**src/rtl/sces_defs.svh**
```systemverilog
// Functional notes
// - Bit 0 low holds general output on shutdown; high returns it to command-zero level.
// - Shutdown output behaviour applies only once link state passed Pre-Operational.
// - Bit 5 low uses primary latch delay both edges; high uses falling setting for falls.
// - Servo off: bit 7 low clears internal torque offset; high keeps tracking object.
// - Bit 11 low includes torque and cyclic-torque speed limiting in following status.
// - Upper alias byte comes from alias high register unless alias source is 1, range 0 to 255.
// - Alias source 0 uses rotary switch plus high register; 1 uses slave info value.
`ifndef SCES_DEFS_SVH
`define SCES_DEFS_SVH
`define SCES_ADDR_EXT_SETUP 4'h0
`define SCES_ADDR_RSVD_SPECIAL 4'h4
`define SCES_ADDR_ALIAS_HIGH 4'h8
`define SCES_ADDR_ALIAS_SRC 4'hC
`define SCES_ADDR_STATUS 4'h0
`define SCES_BIT_SHUT_INIT 0
`define SCES_BIT_LATCH_SPLIT 5
`define SCES_BIT_TQ_KEEP 7
`define SCES_BIT_FOLLOW_EXCL 11
`define SCES_EXT_RESET 16'h3010
`define SCES_ALIAS_HIGH_RESET 8'h00
`define SCES_ALIAS_SRC_RESET 2'h0
`endif

```
**src/rtl/sces_pkg.sv**
```systemverilog
package sces_pkg;
  typedef enum logic [2:0] {
    SCES_ESM_INIT,
    SCES_ESM_PREOP,
    SCES_ESM_BOOT,
    SCES_ESM_SAFEOP,
    SCES_ESM_OP
  } sces_esm_t;

  typedef struct packed {
    logic [15:0] ext_setup;
    logic [7:0] alias_high;
    logic [1:0] alias_src;
    logic established;
    logic ack;
    logic [31:0] rdata;
    logic gen_out;
    logic [15:0] torque_offset;
    logic [15:0] latch_rise_comp;
    logic [15:0] latch_fall_comp;
    logic following;
    logic [15:0] station_alias;
  } sces_state_t;
endpackage

```
**src/rtl/sces_regs.sv**
```systemverilog
`timescale 1ns/10ps
`include "sces_defs.svh"
module sces_regs (
  input wire logic clk_i,
  input wire logic rst_i,
  input wire logic wb_cyc_i,
  input wire logic wb_stb_i,
  input wire logic wb_we_i,
  input wire logic [3:0] wb_adr_i,
  input wire logic [3:0] wb_sel_i,
  input wire logic [31:0] wb_dat_i,
  output logic [31:0] wb_dat_o,
  output logic wb_ack_o,
  input wire logic [2:0] esm_state_i,
  input wire logic comm_shutdown_i,
  input wire logic gen_out_cmd_i,
  input wire logic gen_out_idle_i,
  input wire logic servo_on_i,
  input wire logic [15:0] torque_offset_obj_i,
  input wire logic [15:0] latch_delay_comp_primary_i,
  input wire logic [15:0] latch_delay_comp_falling_i,
  input wire logic target_reached_i,
  input wire logic torque_limiting_i,
  input wire logic speed_limiting_i,
  input wire logic cyclic_torque_mode_i,
  input wire logic [7:0] rotary_address_switch_i,
  input wire logic [15:0] slave_info_interface_i,
  output logic general_output_one_o,
  output logic [15:0] torque_offset_o,
  output logic [15:0] latch_rise_comp_o,
  output logic [15:0] latch_fall_comp_o,
  output logic follows_command_o,
  output logic [15:0] station_alias_o
);
  sces_pkg::sces_state_t st;
  sces_pkg::sces_state_t next_st;
  logic req;
  logic limited;

  //////////////////////////////////////////////////////////////////////////
  // Single-cycle classic slave: ack one cycle after the request, then drop.
  assign req = wb_cyc_i && wb_stb_i && !st.ack;
  // Speed limiting only counts in cyclic torque mode.
  assign limited = torque_limiting_i || (speed_limiting_i && cyclic_torque_mode_i);

  always_comb begin
    next_st = st;
    next_st.ack = req;
    if (req && wb_we_i) begin
      unique case (wb_adr_i)
        `SCES_ADDR_EXT_SETUP: begin
          // Bits stored as written; the host keeps the fixed reserved values.
          if (wb_sel_i[0]) next_st.ext_setup[7:0] = wb_dat_i[7:0];
          if (wb_sel_i[1]) next_st.ext_setup[15:8] = wb_dat_i[15:8];
        end
        `SCES_ADDR_ALIAS_HIGH: begin
          if (wb_sel_i[0]) next_st.alias_high = wb_dat_i[7:0];
        end
        `SCES_ADDR_ALIAS_SRC: begin
          if (wb_sel_i[0]) next_st.alias_src = wb_dat_i[1:0];
        end
        default: begin
        end
      endcase
    end
    if (req && !wb_we_i) begin
      unique case (wb_adr_i)
        `SCES_ADDR_EXT_SETUP: next_st.rdata = {16'h0000, st.ext_setup};
        `SCES_ADDR_ALIAS_HIGH: next_st.rdata = {24'h000000, st.alias_high};
        `SCES_ADDR_ALIAS_SRC: next_st.rdata = {30'h00000000, st.alias_src};
        default: next_st.rdata = 32'h00000000;
      endcase
    end

    //////////////////////////////////////////////////////////////////////////
    // Establishment is remembered so a drop to Init during shutdown still counts.
    if (esm_state_i > 3'(sces_pkg::SCES_ESM_PREOP)) next_st.established = 1'b1;
    else if (esm_state_i == 3'(sces_pkg::SCES_ESM_INIT) && !comm_shutdown_i) begin
      next_st.established = 1'b0;
    end
    if (comm_shutdown_i && st.established) begin
      if (st.ext_setup[`SCES_BIT_SHUT_INIT]) next_st.gen_out = gen_out_idle_i;
    end else begin
      next_st.gen_out = gen_out_cmd_i;
    end

    next_st.latch_rise_comp = latch_delay_comp_primary_i;
    next_st.latch_fall_comp = st.ext_setup[`SCES_BIT_LATCH_SPLIT] ?
        latch_delay_comp_falling_i : latch_delay_comp_primary_i;

    if (servo_on_i || st.ext_setup[`SCES_BIT_TQ_KEEP]) begin
      next_st.torque_offset = torque_offset_obj_i;
    end else begin
      next_st.torque_offset = 16'h0000;
    end

    next_st.following = target_reached_i &&
        (st.ext_setup[`SCES_BIT_FOLLOW_EXCL] || !limited);

    if (st.alias_src == 2'h1) next_st.station_alias = slave_info_interface_i;
    else next_st.station_alias = {st.alias_high, rotary_address_switch_i};
  end

  always_ff @(posedge clk_i) begin
    if (rst_i) begin
      st <= '0;
      st.ext_setup <= `SCES_EXT_RESET;
      st.alias_high <= `SCES_ALIAS_HIGH_RESET;
      st.alias_src <= `SCES_ALIAS_SRC_RESET;
    end else begin
      st <= next_st;
    end
  end

  assign wb_ack_o = st.ack;
  assign wb_dat_o = st.rdata;
  assign general_output_one_o = st.gen_out;
  assign torque_offset_o = st.torque_offset;
  assign latch_rise_comp_o = st.latch_rise_comp;
  assign latch_fall_comp_o = st.latch_fall_comp;
  assign follows_command_o = st.following;
  assign station_alias_o = st.station_alias;
endmodule

```
**config.mk**
```make
export PLATFORM = sky130hd
export DESIGN_NAME = sces_regs
export DESIGN_NICKNAME = d
export VERILOG_FILES = /design/src/rtl/sces_pkg.sv /design/src/rtl/sces_regs.sv
export VERILOG_INCLUDE_DIRS = /design/src /design/src/rtl
export SDC_FILE = /design/constraint.sdc
export NUM_CORES = 1
export LEC_CHECK = 0
export BUFFER_PORTS_ARGS = -buffer_cell sky130_fd_sc_hd__buf_2
export CAP_MARGIN = 0
export CORE_MARGIN = 3
export CORE_UTILIZATION = 40
export CTS_CLUSTER_SIZE = 30
export DETAILED_ROUTE_END_ITERATION = 10
export PLACE_DENSITY = 0.7
export SYNTH_ARGS = -nofsm -noshare
export SYNTH_HDL_FRONTEND = slang
export SYNTH_SLANG_ARGS = --single-unit
```
**constraint.sdc**
```tcl
create_clock -name clk_i -period 2.2 [get_ports clk_i]
set_input_delay 0.11 -clock clk_i [delete_from_list [all_inputs] [get_ports clk_i]]
set_output_delay 0.11 -clock clk_i [all_outputs]
set_load 0.05 [all_outputs]
```
==> impl_metrics.yaml <==
logic_synthesis:
  netlist_top_cells_area: "dfxtp_1 47%, buf_4 15%, mux2i_1 9.1%, nand2b_1 5.2%, nand2_1 3.7%"
  postSynthRegisterBits: 110
  netlist.area_leader.share: 0.466
  synth.most_common_cell: "dfxtp_1"
  yosysUniqueCellTypes: 29
  synth.cells.most_frequent: "110 x dfxtp_1, 96 x buf_4, 47 x nand2_1, 43 x mux2i_1, 39 x nand2b_1"
  asyncSetResetFlopFracSynth: 0
  most_used_dff_post_synth: "dfxtp_1"
  synth.cell_area_um2: 4730
  synthesis.instances: 501
  synth-seq-area-share: 0.466
  synth-edff-count: 0
  synthDominantAreaCellType: "dfxtp_1"
  synth_area_per_cell_um2: 9.43
  synth-warning-count: 0
hold_path:
  hold-path-endpoint: "station_alias_o[6]"
  timing.hold.worst_path_depth: 3
  min-delay-start: "slave_info_interface_i[6]"
  worst_hold_path_type: "input pin to register"
global_routing:
  pin_count_of_the_biggest_net_entering_global_routing: 45
  gr-total-overflow: 0
  via_count_of_the_first_global_routing_pass: 3617
  grt_use_total: 0.167
  grt_pass1_wl_mm: 17.3
  antenna_violations_before_repair: 0
clocking:
  cts_tree: "yes"
  cts_buffer_depth: 2
  cts.repair_timing.setup_buffer_count: 0
  cts_resized: 0
  cts_made_buffers: 9
  worstSkewPairLatency_ns: 0.34
  clock_sinks: 110
  number_of_buffers_inserted_for_hold_repair_after_clock_tree_synthesis: 51
  cts-htree-levels: 3
  clock_root_buffer: "clkbuf_16"
  clkSlewWorstSetupHoldPaths_ns: 0.07
worst_setup_path:
  crit_family: "simple AND/OR/NAND/NOR gates"
  cp_num_buf_inv: 1
  rr_startpoint: "st[101]"
  timing.critical_path.required_ns: 2.49
  critical-path-slowest-cell: "dlygate4sd3_1"
  setup.reg_to_reg.worst_slack_ns: 0.36
  worst-r2r-cell-count: 4
  timing.critical_path.fanout_max: 16
  path_cells: "nand2b_1, nand2_1, a21oi_1, dlygate4sd3_1"
  worst_setup_path_startpoint: "st[101]"
  delay_contributed_by_the_slowest_stage_of_the_critical_path_ns: 0.56
  cp.arrival_ns: 2.13
  timing.critical_path.to_type: "register"
  worstSetupPathType: "register to register"
  crit_reg_reg_endpoint: "station_alias_o[4]"
  critPathLaunchType: "register"
drt:
  drt.antenna.violating_nets: 0
  detailedRoute.firstIterationViolations: 184
  drc: 0
  detailroute.via_count: 3632
  detailed_router_iteration_count_before_antenna_repair: 4
  routed_via_density: 4.54
  detail_route.wirelength_mm: 11.3
  wire_per_inst_um: 14.1
floorplanning:
  die-width_um: 115
  core_footprint_um2: 11500
  initial_utilization: 0.412
  fp.dieH_um: 115
  top_level_ports: 227
  die_area_um2: 13200
  placementRows: 39
timing:
  tns_ns: 0
  fin_skew_ns: 0.00656
  timing.hold.ws_ns: 0.00743
  maxSlewViolCount: 0
  setup_viol_count_final: 0
  worstMarginPinSlew_ns: 0.740
  relSlewSlack: 0.505
  fin_crit_share: 0.837
  setup_repair_after_global_routing_missed_its_margin: "false"
  achievable-frequency_ghz: 0.543
  finalCriticalPeriod_ns: 1.84
  hold_violations: 0
placement:
  place_congestion: 0.771
  numPortBuffers: 192
  place.detailed.hpwl_mm: 7.74
  dpl.cell_count: 734
  place_area_um2: 5110
finish:
  final_layout_size_suffix_gt1_frac: 0.333
  finish.net_count: 781
  antenna-diode-count: 0
  stdcell_count: 800
  finish.instance_area_um2: 5970
  area.growth.synth_to_final_pct: 26.4
pwr:
  design_power_total_w: 0.00461
  power_per_cell_area_nw_per_um2: 771
  leakagePower_nw: 2.75
  vdd_drop_max_mv: 0.593
job:
  cap_violations: 0
status:
  status: "complete, no violations"
[sequential cells by signal, summed over array words and instances (netlist names)]
signal                flops
wb_ack_o                  1
torque_offset_o          16
latch_fall_comp_o        16
latch_rise_comp_o        16
general_output_one_o      1
wb_dat_o                 16
station_alias_o          16
follows_command_o         1
st                       27
[worst register-to-register path, cell delays in order (launching register included)]
cell and delay, ns:
dfxtp_1 0.37, nand2b_1 0.54, nand2_1 0.14, a21oi_1 0.17
dlygate4sd3_1 0.56
[metrics by stage]
stage,setup WS (ns),util
after CTS,0.412,0.521
after global placement,0.669,0.446
final,0.358,0.521
after global routing,0.198,0.521
after floorplan,0.715,-
after detailed placement,0.643,0.446
[final cells by class]
class / instances / area (um^2)
Clock buffer: 11 / 233
Clock inverter: 4 / 120
Fill cell: 1048 / 5490
Multi-Input combinational cell: 283 / 1720
Sequential cell: 110 / 2200
Tap cell: 143 / 179
Timing Repair Buffer: 249 / 1520
[layer usage]
layer	vias up	GRT usage	part of all wire
li1	1820	-	-
met2	115	0.281	0.50
met4	0	0.0939	0.041
met3	31	0.0359	0.057
met5	-	0	0
met1	1666	0.196	0.40
[kinds of logic (layout without fill, tap and decap cells)]
logic type             count (synthesis)  in the layout  share of synthesized area
AOI/OAI and AO/OA                     39             39                     0.0442
muxes                                 49             49                      0.105
DFF                                  110            110                      0.466
and+or+nand+nor                      179            179                      0.202
buffers and inverters                123            264                      0.182
other                                  1             16                   0.000794
[power breakdown]
part           leakage [nW]  switching [W]  internal, W
clock network         0.170       0.000699      0.00122
registers             0.901      0.0000144      0.00205
logic                  1.68       0.000402     0.000220
total                  2.75        0.00112      0.00349
[cells in the final DEF (no fill, tap or decap), types with 3 or more instances in the layout]
cell type,instances
nand2_1,47
o21ai_0,3
bufinv_16,4
mux2i_1,43
clkbuf_16,9
a21oi_1,33
conb_1,16
buf_2,191
nor2b_1,17
buf_4,7
dlygate4sd3_1,51
mux2_2,6
nor2_1,28
nand3_1,16
dfxtp_1,110
and2_1,17
nand2b_1,39
and3_1,3
[how the worst max path moves through the flow]
stage          slack (ns)  depth (start not counted)                 end
2_1_floorplan        0.71                          4             st[110]
3_3_place_gp         0.67                          3             st[119]
3_5_place_dp         0.64                          3             st[121]
4_1_cts              0.41                          4  station_alias_o[4]
5_1_grt              0.20                          4  station_alias_o[4]
6_report             0.36                          4  station_alias_o[4]
Note: power is estimated with default switching activity, not from simulation.
